File: config.mk
export PLATFORM = sky130hd
export DESIGN_NAME = backlight_control_register_bank
export DESIGN_NICKNAME = d
export VERILOG_FILES = /design/src/design/backlight_pkg.sv /design/src/design/pwm_generator.sv /design/src/design/backlight_control_register_bank.sv
export SDC_FILE = /design/constraint.sdc
export NUM_CORES = 1
export LEC_CHECK = 0
export ABC_AREA = 1
export BUFFER_PORTS_ARGS = -buffer_cell sky130_fd_sc_hd__clkbuf_2
export CAP_MARGIN = 5
export CORE_MARGIN = 2
export CORE_UTILIZATION = 40
export DETAILED_ROUTE_END_ITERATION = 16
export HOLD_SLACK_MARGIN = 0.12
export SLEW_MARGIN = 20
export SYNTH_ARGS = -nofsm -noshare
export SYNTH_HDL_FRONTEND = slang
export SYNTH_SLANG_ARGS = --single-unit
File: constraint.sdc
create_clock -name i_clock -period 3 [get_ports i_clock]
set_input_delay 0.75 -clock i_clock [delete_from_list [all_inputs] [get_ports i_clock]]
set_output_delay 0.75 -clock i_clock [all_outputs]
set_load 0.02 [all_outputs]
File: src/design/backlight_pkg.sv
package backlight_pkg;

	// ----------------------------------------
	// register offsets
	// ----------------------------------------
	localparam logic [7:0] OFF_BRIGHTNESS = 8'h00;
	localparam logic [7:0] OFF_CONFIG = 8'h01;
	localparam logic [7:0] OFF_FAULT = 8'h02;
	localparam logic [7:0] OFF_IDENTITY = 8'h03;
	localparam logic [7:0] OFF_DIRECT = 8'h04;
	localparam logic [7:0] OFF_TEMP_HIGH = 8'h05;
	localparam logic [7:0] OFF_TEMP_LOW = 8'h06;
	localparam logic [7:0] OFF_NVM = 8'h72;

	// ----------------------------------------
	// field positions and encodings
	// ----------------------------------------
	localparam int BIT_BACKLIGHT_ON = 0;
	localparam int BIT_SOURCE_LO = 1;
	localparam int BIT_SOURCE_HI = 2;
	localparam int BIT_OPEN_LED = 7;
	localparam int BIT_NVM_IDLE = 7;
	localparam int NVM_CMD_WIDTH = 3;
	localparam int TEMP_WIDTH = 11;
	localparam logic [1:0] SRC_PIN_DUTY_A = 2'h0;
	localparam logic [1:0] SRC_PIN_DUTY_B = 2'h1;
	localparam logic [1:0] SRC_REGISTER = 2'h2;
	localparam logic [1:0] SRC_PIN_DIRECT = 2'h3;

	// ----------------------------------------
	// reset values and serial address
	// ----------------------------------------
	localparam logic [7:0] RST_BRIGHTNESS = 8'h00;
	localparam logic [2:0] RST_CONFIG = 3'h0;
	localparam logic [7:0] RST_FAULT = 8'h00;
	localparam logic [7:0] RST_DIRECT = 8'h00;
	localparam logic [TEMP_WIDTH-1:0] RST_TEMP = 11'h000;
	localparam logic [6:0] SLAVE_ADDR = 7'h2C;
	localparam logic [3:0] BITS_PER_BYTE = 4'h8;

	// ----------------------------------------
	// serial engine states, gray along the write path; dev ack to read flips two bits
	// ----------------------------------------
	typedef enum logic [2:0] {
		ST_IDLE = 3'h0,
		ST_DEV = 3'h1,
		ST_DEV_ACK = 3'h3,
		ST_REG = 3'h2,
		ST_REG_ACK = 3'h6,
		ST_WR = 3'h7,
		ST_RD = 3'h5,
		ST_RD_ACK = 3'h4
	} serial_state_t;

endpackage

File: src/design/pwm_generator.sv
`timescale 1ns/100ps
// ----------------------------------------
// linear pwm: duty = level / (2**WIDTH - 1)
// ----------------------------------------
module pwm_generator #(
	parameter int WIDTH = 8
) (
	input wire logic i_clock,
	input wire logic i_rst_n,
	input wire logic [WIDTH-1:0] i_level,
	output logic o_pwm,
	output logic o_period_end
);
	localparam logic [WIDTH-1:0] LAST = WIDTH'(2 ** WIDTH - 2);

	// the counter needs three states at least, and the level port stays bounded
	if (WIDTH < 2 || WIDTH > 16) begin : g_bad_width
		$error("pwm_generator: WIDTH out of range");
	end

	logic [WIDTH-1:0] count_q, count_d;
	logic pwm_q, pwm_d;
	logic end_q, end_d;

	// full scale level stays high all period, zero stays low
	always_comb begin
		count_d = (count_q == LAST) ? '0 : count_q + 1'b1;
		pwm_d = i_level > count_q;
		end_d = count_q == LAST;
	end

	always_ff @(posedge i_clock or negedge i_rst_n) begin
		if (!i_rst_n) begin
			count_q <= '0;
			pwm_q <= 1'b0;
			end_q <= 1'b0;
		end else begin
			count_q <= count_d;
			pwm_q <= pwm_d;
			end_q <= end_d;
		end
	end

	assign o_pwm = pwm_q;
	assign o_period_end = end_q;

	period_len_a: assert property (@(posedge i_clock) disable iff (!i_rst_n)
		o_period_end |=> !o_period_end [*2]) else $error("period end too close");
endmodule

File: src/design/backlight_control_register_bank.sv
`timescale 1ns/100ps
module backlight_control_register_bank #(
	parameter logic [7:0] IDENTITY = 8'hA5 // arbitrary value
) (
	input wire logic i_clock,
	input wire logic i_rst_n,
	input wire logic i_chip_enable,
	input wire logic i_scl,
	input wire logic i_sda,
	output logic o_sda_out,
	output logic o_sda_oe,
	input wire logic i_pwm_in,
	input wire logic [7:0] i_fault_events,
	input wire logic [backlight_pkg::TEMP_WIDTH-1:0] i_temperature,
	input wire logic i_nvm_idle,
	output logic o_pwm_out,
	output logic o_backlight_on,
	output logic o_fault_out,
	output logic o_fault_oe,
	output logic [7:0] o_direct_drive,
	output logic [backlight_pkg::NVM_CMD_WIDTH-1:0] o_nvm_cmd
);
	// ----------------------------------------
	// pin synchronisers: scl, sda, pwm, enable
	// ----------------------------------------
	localparam int NPIN = 4;
	localparam logic [NPIN-1:0] PIN_RST = 4'h3;
	logic [NPIN-1:0] pin_raw, pin_f_q, pin_p_q;
	assign pin_raw = {i_chip_enable, i_pwm_in, i_sda, i_scl};

	genvar g;
	generate
		for (g = 0; g < NPIN; g++) begin : g_sync
			logic s1_q, s2_q, s3_q;
			// a change counts only once stages two and three agree
			always_ff @(posedge i_clock or negedge i_rst_n) begin
				if (!i_rst_n) begin
					s1_q <= PIN_RST[g];
					s2_q <= PIN_RST[g];
					s3_q <= PIN_RST[g];
					pin_f_q[g] <= PIN_RST[g];
					pin_p_q[g] <= PIN_RST[g];
				end else begin
					s1_q <= pin_raw[g];
					s2_q <= s1_q;
					s3_q <= s2_q;
					pin_f_q[g] <= (s2_q == s3_q) ? s3_q : pin_f_q[g];
					pin_p_q[g] <= pin_f_q[g];
				end
			end
		end
	endgenerate

	logic scl_f, sda_f, pwm_f, en_f, scl_rise, scl_fall, start_ev, stop_ev;
	assign scl_f = pin_f_q[0];
	assign sda_f = pin_f_q[1];
	assign pwm_f = pin_f_q[2];
	assign en_f = pin_f_q[3];
	assign scl_rise = scl_f && !pin_p_q[0];
	assign scl_fall = !scl_f && pin_p_q[0];
	assign start_ev = scl_f && pin_p_q[0] && pin_p_q[1] && !sda_f;
	assign stop_ev = scl_f && pin_p_q[0] && !pin_p_q[1] && sda_f;

	// ----------------------------------------
	// register state
	// ----------------------------------------
	logic [7:0] bright_q, bright_d, fault_q, fault_d, direct_q, direct_d;
	logic [2:0] cfg_q, cfg_d;
	logic [backlight_pkg::TEMP_WIDTH-1:0] temp_q;
	logic [backlight_pkg::NVM_CMD_WIDTH-1:0] nvm_q, nvm_d;
	logic fault_oe_q;
	logic [7:0] rd_data;
	logic wr_stb, fault_clr;

	// ----------------------------------------
	// serial engine state
	// ----------------------------------------
	backlight_pkg::serial_state_t st_q, st_d;
	logic [3:0] cnt_q, cnt_d;
	logic [7:0] sh_q, sh_d, tx_q, tx_d, ptr_q, ptr_d;
	logic rw_q, rw_d, drv_q, drv_d;

	// unmapped offsets fall to zero, unused bits read zero
	always_comb begin
		unique case (ptr_q)
			backlight_pkg::OFF_BRIGHTNESS: rd_data = bright_q;
			backlight_pkg::OFF_CONFIG: rd_data = {5'h00, cfg_q};
			backlight_pkg::OFF_FAULT: rd_data = fault_q;
			backlight_pkg::OFF_IDENTITY: rd_data = IDENTITY;
			backlight_pkg::OFF_DIRECT: rd_data = direct_q;
			backlight_pkg::OFF_TEMP_HIGH: rd_data = temp_q[10:3];
			backlight_pkg::OFF_TEMP_LOW: rd_data = {temp_q[2:0], 5'h00};
			backlight_pkg::OFF_NVM: rd_data = {i_nvm_idle, 7'h00};
			default: rd_data = 8'h00;
		endcase
	end

	always_comb begin
		st_d = st_q;
		cnt_d = cnt_q;
		sh_d = sh_q;
		tx_d = tx_q;
		ptr_d = ptr_q;
		rw_d = rw_q;
		drv_d = drv_q;
		wr_stb = 1'b0;
		fault_clr = 1'b0;
		if (start_ev) begin
			st_d = backlight_pkg::ST_DEV;
			cnt_d = 4'h0;
			drv_d = 1'b0;
		end else if (stop_ev) begin
			st_d = backlight_pkg::ST_IDLE;
			drv_d = 1'b0;
		end else begin
			unique case (st_q)
				backlight_pkg::ST_IDLE: begin
				end
				backlight_pkg::ST_DEV: begin
					if (scl_rise) begin
						sh_d = {sh_q[6:0], sda_f};
						cnt_d = cnt_q + 4'h1;
					end else if (scl_fall && cnt_q == backlight_pkg::BITS_PER_BYTE) begin
						if (sh_q[7:1] == backlight_pkg::SLAVE_ADDR) begin
							drv_d = 1'b1;
							rw_d = sh_q[0];
							st_d = backlight_pkg::ST_DEV_ACK;
						end else begin
							st_d = backlight_pkg::ST_IDLE;
						end
					end
				end
				backlight_pkg::ST_REG, backlight_pkg::ST_WR: begin
					if (scl_rise) begin
						sh_d = {sh_q[6:0], sda_f};
						cnt_d = cnt_q + 4'h1;
					end else if (scl_fall && cnt_q == backlight_pkg::BITS_PER_BYTE) begin
						drv_d = 1'b1;
						st_d = backlight_pkg::ST_REG_ACK;
						if (st_q == backlight_pkg::ST_REG) begin
							ptr_d = sh_q;
						end else begin
							wr_stb = 1'b1;
							ptr_d = ptr_q + 8'h01;
						end
					end
				end
				backlight_pkg::ST_REG_ACK: begin
					if (scl_fall) begin
						drv_d = 1'b0;
						cnt_d = 4'h0;
						st_d = backlight_pkg::ST_WR;
					end
				end
				backlight_pkg::ST_DEV_ACK, backlight_pkg::ST_RD_ACK: begin
					if (scl_rise && st_q == backlight_pkg::ST_RD_ACK) begin
						if (sda_f) begin
							st_d = backlight_pkg::ST_IDLE;
						end else begin
							ptr_d = ptr_q + 8'h01;
						end
					end else if (scl_fall) begin
						cnt_d = 4'h0;
						if (rw_q) begin
							// the fault byte is cleared once it is committed to the wire
							tx_d = {rd_data[6:0], 1'b0};
							drv_d = !rd_data[7];
							fault_clr = ptr_q == backlight_pkg::OFF_FAULT;
							st_d = backlight_pkg::ST_RD;
						end else begin
							drv_d = 1'b0;
							st_d = backlight_pkg::ST_REG;
						end
					end
				end
				backlight_pkg::ST_RD: begin
					if (scl_rise) begin
						cnt_d = cnt_q + 4'h1;
					end else if (scl_fall) begin
						if (cnt_q == backlight_pkg::BITS_PER_BYTE) begin
							drv_d = 1'b0;
							st_d = backlight_pkg::ST_RD_ACK;
						end else begin
							drv_d = !tx_q[7];
							tx_d = {tx_q[6:0], 1'b0};
						end
					end
				end
			endcase
		end
	end

	always_ff @(posedge i_clock or negedge i_rst_n) begin
		if (!i_rst_n) begin
			st_q <= backlight_pkg::ST_IDLE;
			cnt_q <= 4'h0;
			sh_q <= 8'h00;
			tx_q <= 8'h00;
			ptr_q <= 8'h00;
			rw_q <= 1'b0;
			drv_q <= 1'b0;
		end else begin
			st_q <= st_d;
			cnt_q <= cnt_d;
			sh_q <= sh_d;
			tx_q <= tx_d;
			ptr_q <= ptr_d;
			rw_q <= rw_d;
			drv_q <= drv_d;
		end
	end

	// ----------------------------------------
	// register writes and fault latching
	// ----------------------------------------
	always_comb begin
		bright_d = bright_q;
		cfg_d = cfg_q;
		direct_d = direct_q;
		nvm_d = '0;
		if (!en_f) begin
			bright_d = backlight_pkg::RST_BRIGHTNESS;
			cfg_d = backlight_pkg::RST_CONFIG;
			direct_d = backlight_pkg::RST_DIRECT;
		end else if (wr_stb) begin
			unique case (ptr_q)
				backlight_pkg::OFF_BRIGHTNESS: bright_d = sh_q;
				backlight_pkg::OFF_CONFIG: cfg_d = sh_q[2:0];
				backlight_pkg::OFF_DIRECT: direct_d = sh_q;
				backlight_pkg::OFF_NVM: nvm_d = sh_q[2:0];
				default: ;
			endcase
		end
		// a new event wins over a clear in the same cycle
		fault_d = ((en_f && !fault_clr) ? fault_q : backlight_pkg::RST_FAULT) | i_fault_events;
	end

	always_ff @(posedge i_clock or negedge i_rst_n) begin
		if (!i_rst_n) begin
			bright_q <= backlight_pkg::RST_BRIGHTNESS;
			cfg_q <= backlight_pkg::RST_CONFIG;
			fault_q <= backlight_pkg::RST_FAULT;
			direct_q <= backlight_pkg::RST_DIRECT;
			temp_q <= backlight_pkg::RST_TEMP;
			nvm_q <= '0;
			fault_oe_q <= 1'b0;
		end else begin
			bright_q <= bright_d;
			cfg_q <= cfg_d;
			fault_q <= fault_d;
			direct_q <= direct_d;
			temp_q <= i_temperature;
			nvm_q <= nvm_d;
			fault_oe_q <= fault_d != 8'h00;
		end
	end

	// ----------------------------------------
	// brightness source and pwm output
	// ----------------------------------------
	logic [1:0] src;
	logic [7:0] level, hi_q, hi_d, meas_q, meas_d;
	logic gen_pwm, period_end, pwm_q, pwm_d, on_q, on_d;
	assign src = cfg_q[backlight_pkg::BIT_SOURCE_HI:backlight_pkg::BIT_SOURCE_LO];
	assign level = (src == backlight_pkg::SRC_REGISTER) ? bright_q : meas_q;

	pwm_generator #(.WIDTH(8)) u_pwm (
		.i_clock(i_clock),
		.i_rst_n(i_rst_n),
		.i_level(level),
		.o_pwm(gen_pwm),
		.o_period_end(period_end)
	);

	// pin duty is sampled over one output period, so it lags by a period
	always_comb begin
		hi_d = period_end ? 8'h00 : hi_q + {7'h00, pwm_f};
		meas_d = period_end ? hi_q : meas_q;
		unique case (src)
			backlight_pkg::SRC_REGISTER: on_d = cfg_q[backlight_pkg::BIT_BACKLIGHT_ON];
			backlight_pkg::SRC_PIN_DIRECT: on_d = pwm_f;
			default: on_d = meas_q != 8'h00;
		endcase
		pwm_d = (src == backlight_pkg::SRC_PIN_DIRECT) ? pwm_f : (gen_pwm && on_d);
	end

	always_ff @(posedge i_clock or negedge i_rst_n) begin
		if (!i_rst_n) begin
			hi_q <= 8'h00;
			meas_q <= 8'h00;
			pwm_q <= 1'b0;
			on_q <= 1'b0;
		end else begin
			hi_q <= hi_d;
			meas_q <= meas_d;
			pwm_q <= pwm_d;
			on_q <= on_d;
		end
	end

	assign o_sda_out = 1'b0;
	assign o_sda_oe = drv_q;
	assign o_fault_out = 1'b0;
	assign o_fault_oe = fault_oe_q;
	assign o_pwm_out = pwm_q;
	assign o_backlight_on = on_q;
	assign o_direct_drive = direct_q;
	assign o_nvm_cmd = nvm_q;

	// ----------------------------------------
	// checks
	// ----------------------------------------
	bright_write_a: assert property (@(posedge i_clock) disable iff (!i_rst_n)
		wr_stb && en_f && ptr_q == 8'h00 |=> bright_q == $past(sh_q))
		else $error("brightness write lost");
	register_mode_a: assert property (@(posedge i_clock) disable iff (!i_rst_n)
		cfg_q[2:1] == 2'h2 |=> o_backlight_on == $past(cfg_q[0]))
		else $error("register mode enable wrong");
	direct_mode_a: assert property (@(posedge i_clock) disable iff (!i_rst_n)
		cfg_q[2:1] == 2'h3 ##1 cfg_q[2:1] == 2'h3 |=> o_pwm_out == $past(pwm_f) && o_backlight_on == $past(pwm_f))
		else $error("pin passthrough wrong");
	enable_low_a: assert property (@(posedge i_clock) disable iff (!i_rst_n)
		!en_f && i_fault_events == 8'h00 |=> bright_q == 8'h00 && cfg_q == 3'h0 && fault_q == 8'h00)
		else $error("enable low did not clear");
	open_flag_a: assert property (@(posedge i_clock) disable iff (!i_rst_n)
		i_fault_events[7] |=> fault_q[7]) else $error("open flag not set");
	fault_hold_a: assert property (@(posedge i_clock) disable iff (!i_rst_n)
		fault_q[7] && en_f && !fault_clr |=> fault_q[7]) else $error("fault dropped");
	fault_pin_a: assert property (@(posedge i_clock) disable iff (!i_rst_n)
		fault_q != 8'h00 |-> o_fault_oe) else $error("fault pin released");
	addr_incr_a: assert property (@(posedge i_clock) disable iff (!i_rst_n)
		wr_stb |=> ptr_q == $past(ptr_q) + 8'h01) else $error("address not advanced");
	unmapped_wr_a: assert property (@(posedge i_clock) disable iff (!i_rst_n)
		wr_stb && en_f && ptr_q > 8'h06 |=> $stable(bright_q) && $stable(cfg_q) && $stable(direct_q))
		else $error("unmapped write had effect");
endmodule

==> load_flow_metrics.sql <==
INSERT INTO impl_metrics (metric_group, metric, value, unit) VALUES
('die', 'placeableCoreArea', '15000', 'um2'),
('min_path', 'hold_path.class', 'primary input to asynchronous set/reset pin', ''),
('worst_setup_path', 'critical_path_required', '3.31', 'ns'),
('clocking', 'cts_setup_buffers', '0', ''),
('sta', 'max_slew.worst_pin.slew', '0.616', 'ns'),
('die', 'floorplan.initialDensity', '40.4', '%'),
('detailed_routing', 'mean_number_of_vias_per_cell', '5.00', ''),
('clocking', 'insertion_delay', '0.42', 'ns'),
('worst_setup_path', 'criticalPathCategory', 'flop to flop', ''),
('synthesis', 'netlist_area', '6070', 'um2'),
('worst_setup_path', 'timing.critical_path.to_type', 'flop', ''),
('detailed_routing', 'wire_per_inst', '15.0', 'um'),
('sta', 'grt_setup_unrepaired', 'no', ''),
('cells_and_area', 'insertedDiodeCount', '0', ''),
('global_routing', 'antenna_found_initial', '0', ''),
('global_routing', 'grt.total_usage', '19.4', '%'),
('cells_and_area', 'fillers', '1418', ''),
('sta', 'maxSlewHeadroom', '58.9', '%'),
('clocking', 'cts_max_level', '4', ''),
('worst_setup_path', 'reg2regPathDepth', '9', ''),
('clocking', 'postCtsHoldBufs', '0', ''),
('worst_setup_path', 'critPathTopFamily', 'simple AND/OR/NAND/NOR gates', ''),
('detailed_routing', 'wirelength', '14500', 'um'),
('sta', 'fin_setup_tns', '0', 'ns'),
('sta', 'setup_viol', '0', ''),
('synthesis', 'ys_ff_latch', '120', ''),
('global_routing', 'global_route.overflow_total', '0', ''),
('power_and_ir_drop', 'p_per_area', '619', 'nW/um2'),
('clocking', 'longest_clk_path_bufs', '2', ''),
('die', 'area_of_the_die', '16200', 'um2'),
('cells_and_area', 'final_nets', '806', ''),
('global_routing', 'grt_start_max_net_pins', '50', ''),
('detailed_routing', 'detail_route.drc_violations', '0', ''),
('cells_and_area', 'stdcell_area', '7030', 'um2'),
('detailed_routing', 'drt_iter0_drc', '343', ''),
('cells_and_area', 'ratio_of_cells_with_drive_above_1_in_the_final_layout', '19.4', '%'),
('outcome', 'outcome', 'finished clean', ''),
('detailed_routing', 'vias', '4814', ''),
('global_routing', 'number_of_global_route_vias_before_repair', '4912', ''),
('worst_setup_path', 'worst-r2r-setup-slack', '0.99', 'ns'),
('power_and_ir_drop', 'total_leakage_power', '3.36', 'nW'),
('clocking', 'cts_resized', '0', ''),
('worst_setup_path', 'critical_path.most_common_cell', 'sky130_fd_sc_hd__nand2_1', ''),
('synthesis', 'syn-instance-count', '715', ''),
('synthesis', 'synth.distinct_cells', '51', ''),
('synthesis', 'count_of_warnings_emitted_by_yosys', '0', ''),
('power_and_ir_drop', 'ir_worst_vdd', '0.000564', 'V'),
('worst_setup_path', 'timing.critical_path.arrival', '2.31', 'ns'),
('worst_setup_path', 'r2r-start', 'st_q[0]', ''),
('sta', 'timing_hold_violations_final', '0', ''),
('global_routing', 'wire_length_of_the_first_global_routing_pass', '24400', 'um'),
('clocking', 'cts.sinks', '120', ''),
('worst_setup_path', 'rr_endpoint', 'st_q[2]', ''),
('clocking', 'clock-root-buffer', 'sky130_fd_sc_hd__clkbuf_16', ''),
('cells_and_area', 'fin_util', '46.7', '%'),
('worst_setup_path', 'critPathMaxFanout', '17', ''),
('clocking', 'cts_inserted_buffers', '17', ''),
('worst_setup_path', 'critical-path-slowest-cell', 'sky130_fd_sc_hd__dfrtp_1', ''),
('sta', 'timing.clock.skew', '0.00994', 'ns'),
('sta', 'maxSlewViolCount', '0', ''),
('clocking', 'clk_pin_slew', '0.06', 'ns'),
('worst_setup_path', 'buffer_and_inverter_count_on_the_worst_path', '1', ''),
('worst_setup_path', 'crit_path_max_incr_delay', '0.51', 'ns'),
('die', 'core.rowCount', '45', ''),
('placed_design', 'gp_routability_congestion', '0.917', ''),
('sta', 'final_min_period_over_clock_period', '66.9', '%'),
('worst_setup_path', 'critical_path.startpoint_type', 'flop', ''),
('synthesis', 'seq_area_frac_synth', '49.7', '%'),
('die', 'die_width', '127', 'um'),
('detailed_routing', 'route.antenna.remaining_nets', '0', ''),
('run', 'max_cap_violations', '0', '');
==> placed cells by master (no fill, tap or decap), types with 21 or more instances in the layout <==
| cell type | instances |
|---|---|
| sky130_fd_sc_hd__nor2_1 | 57 |
| sky130_fd_sc_hd__clkbuf_2 | 39 |
| sky130_fd_sc_hd__inv_2 | 21 |
| sky130_fd_sc_hd__nand3_1 | 37 |
| sky130_fd_sc_hd__nand2_1 | 183 |
| sky130_fd_sc_hd__inv_1 | 65 |
| sky130_fd_sc_hd__o21ai_1 | 29 |
| sky130_fd_sc_hd__o21ai_0 | 36 |
| sky130_fd_sc_hd__a21oi_1 | 27 |
| sky130_fd_sc_hd__dfrtp_1 | 110 |
==> cell usage after synthesis, types with 3 or more instances <==
cell type	instances	area [um2]
sky130_fd_sc_hd__nand2_1	183	687
sky130_fd_sc_hd__dfrtp_1	110	2750
sky130_fd_sc_hd__inv_1	65	244
sky130_fd_sc_hd__nor2_1	57	214
sky130_fd_sc_hd__nand3_1	37	185
sky130_fd_sc_hd__o21ai_0	36	180
sky130_fd_sc_hd__o21ai_1	29	145
sky130_fd_sc_hd__a21oi_1	27	135
sky130_fd_sc_hd__inv_2	21	78.8
sky130_fd_sc_hd__ha_1	18	225
sky130_fd_sc_hd__nor3_1	17	85.1
sky130_fd_sc_hd__dfstp_2	10	263
sky130_fd_sc_hd__nand2_2	9	56.3
sky130_fd_sc_hd__clkbuf_1	8	30.0
sky130_fd_sc_hd__nand4_1	8	50.1
sky130_fd_sc_hd__nand3_2	7	70.1
sky130_fd_sc_hd__buf_4	6	45.0
sky130_fd_sc_hd__nor2_2	6	37.5
sky130_fd_sc_hd__xor2_1	5	43.8
sky130_fd_sc_hd__maj3_1	4	40.0
sky130_fd_sc_hd__nand2_4	4	45.0
sky130_fd_sc_hd__nor3b_1	4	30.0
sky130_fd_sc_hd__a31oi_1	3	18.8
sky130_fd_sc_hd__nor2_4	3	33.8
sky130_fd_sc_hd__o21bai_1	3	22.5
==> worst max-delay path by stage <==
stage / to / slack [ns] / startpoint
6_report: st_q[2] / 0.99 / st_q[0]
5_1_grt: u_pwm.o_pwm / 0.79 / cfg_q[1]
4_1_cts: u_pwm.o_pwm / 1.01 / cfg_q[2]
3_5_place_dp: u_pwm.o_pwm / 1.02 / cfg_q[2]
3_3_place_gp: o_direct_drive[5] / 1.12 / sda_f
2_1_floorplan: u_pwm.o_pwm / 1.13 / cfg_q[2]
==> worst reg2reg max path: stages (launching register included) <==
cell,delay [ns]
sky130_fd_sc_hd__dfrtp_1,0.51
sky130_fd_sc_hd__inv_2,0.11
sky130_fd_sc_hd__nand3_4,0.23
sky130_fd_sc_hd__nand2_4,0.13
sky130_fd_sc_hd__o21ai_4,0.37
sky130_fd_sc_hd__nand2_1,0.12
sky130_fd_sc_hd__nor2_2,0.16
sky130_fd_sc_hd__nand2_1,0.12
sky130_fd_sc_hd__nand2_1,0.09
sky130_fd_sc_hd__nand2_1,0.06
==> kinds of logic after synthesis <==
family | synth area share, %
flip-flops | 49.7
adder cells (fa/ha/maj) | 4.37
AND/OR/NAND/NOR | 27.4
AO/OA/AOI/OAI | 10.4
other | 0.0618
buffers and inverters | 7.24
XOR/XNOR | 0.866
==> registers in the layout, indices dropped and copies added, names as in the netlist, 2 cells and up <==
name / cells
sh_q: 8
g_sync.s3_q: 4
u_pwm.count_q: 8
temp_q: 11
hi_q: 8
fault_q: 8
ptr_q: 8
o_nvm_cmd: 3
g_sync.s2_q: 4
tx_q: 7
bright_q: 8
pin_p_q: 2
meas_q: 8
o_direct_drive: 8
cnt_q: 4
st_q: 3
cfg_q: 3
g_sync.s1_q: 4
==> through the flow <==
step | std cells | hold slack, ns | setup slack (ns) | power (W)
2_1_floorplan | 716 | 0.331 | 1.13 | 0.00220
3_3_place_gp | 931 | 0.334 | 1.12 | 0.00236
3_5_place_dp | 931 | 0.335 | 1.02 | 0.00239
4_1_cts | 963 | 0.312 | 1.01 | 0.00439
5_1_grt | 963 | 0.335 | 0.794 | 0.00456
6_report | 963 | 0.308 | 0.992 | 0.00435
==> layer usage <==
metal	part of all wire, %	vias to the layer above	global-route usage, %	routed length, um
met5	0	-	0	0
met2	46	98	30.6	6670
met4	2.4	0	7.82	345
met3	3.3	28	4.36	480
li1	-	2405	-	-
met1	48	2283	26.2	6960
==> cell type report <==
cell class	instances	area, um2	area share, %
clock buffers	18	429	6.11
clock inverters	14	150	2.14
inverters	89	337	4.79
multi-input cells	490	2620	37.2
flip-flops and latches	120	3020	42.9
well taps	188	235	3.35
repair buffers	44	245	3.49
==> where the power goes <==
part / internal (W) / switching, W
clock: 0.00122 / 0.000769
combinational: 0.000157 / 0.000295
sequential: 0.00177 / 0.000132
total: 0.00316 / 0.00120
Note: power is estimated with default switching activity, not from simulation.
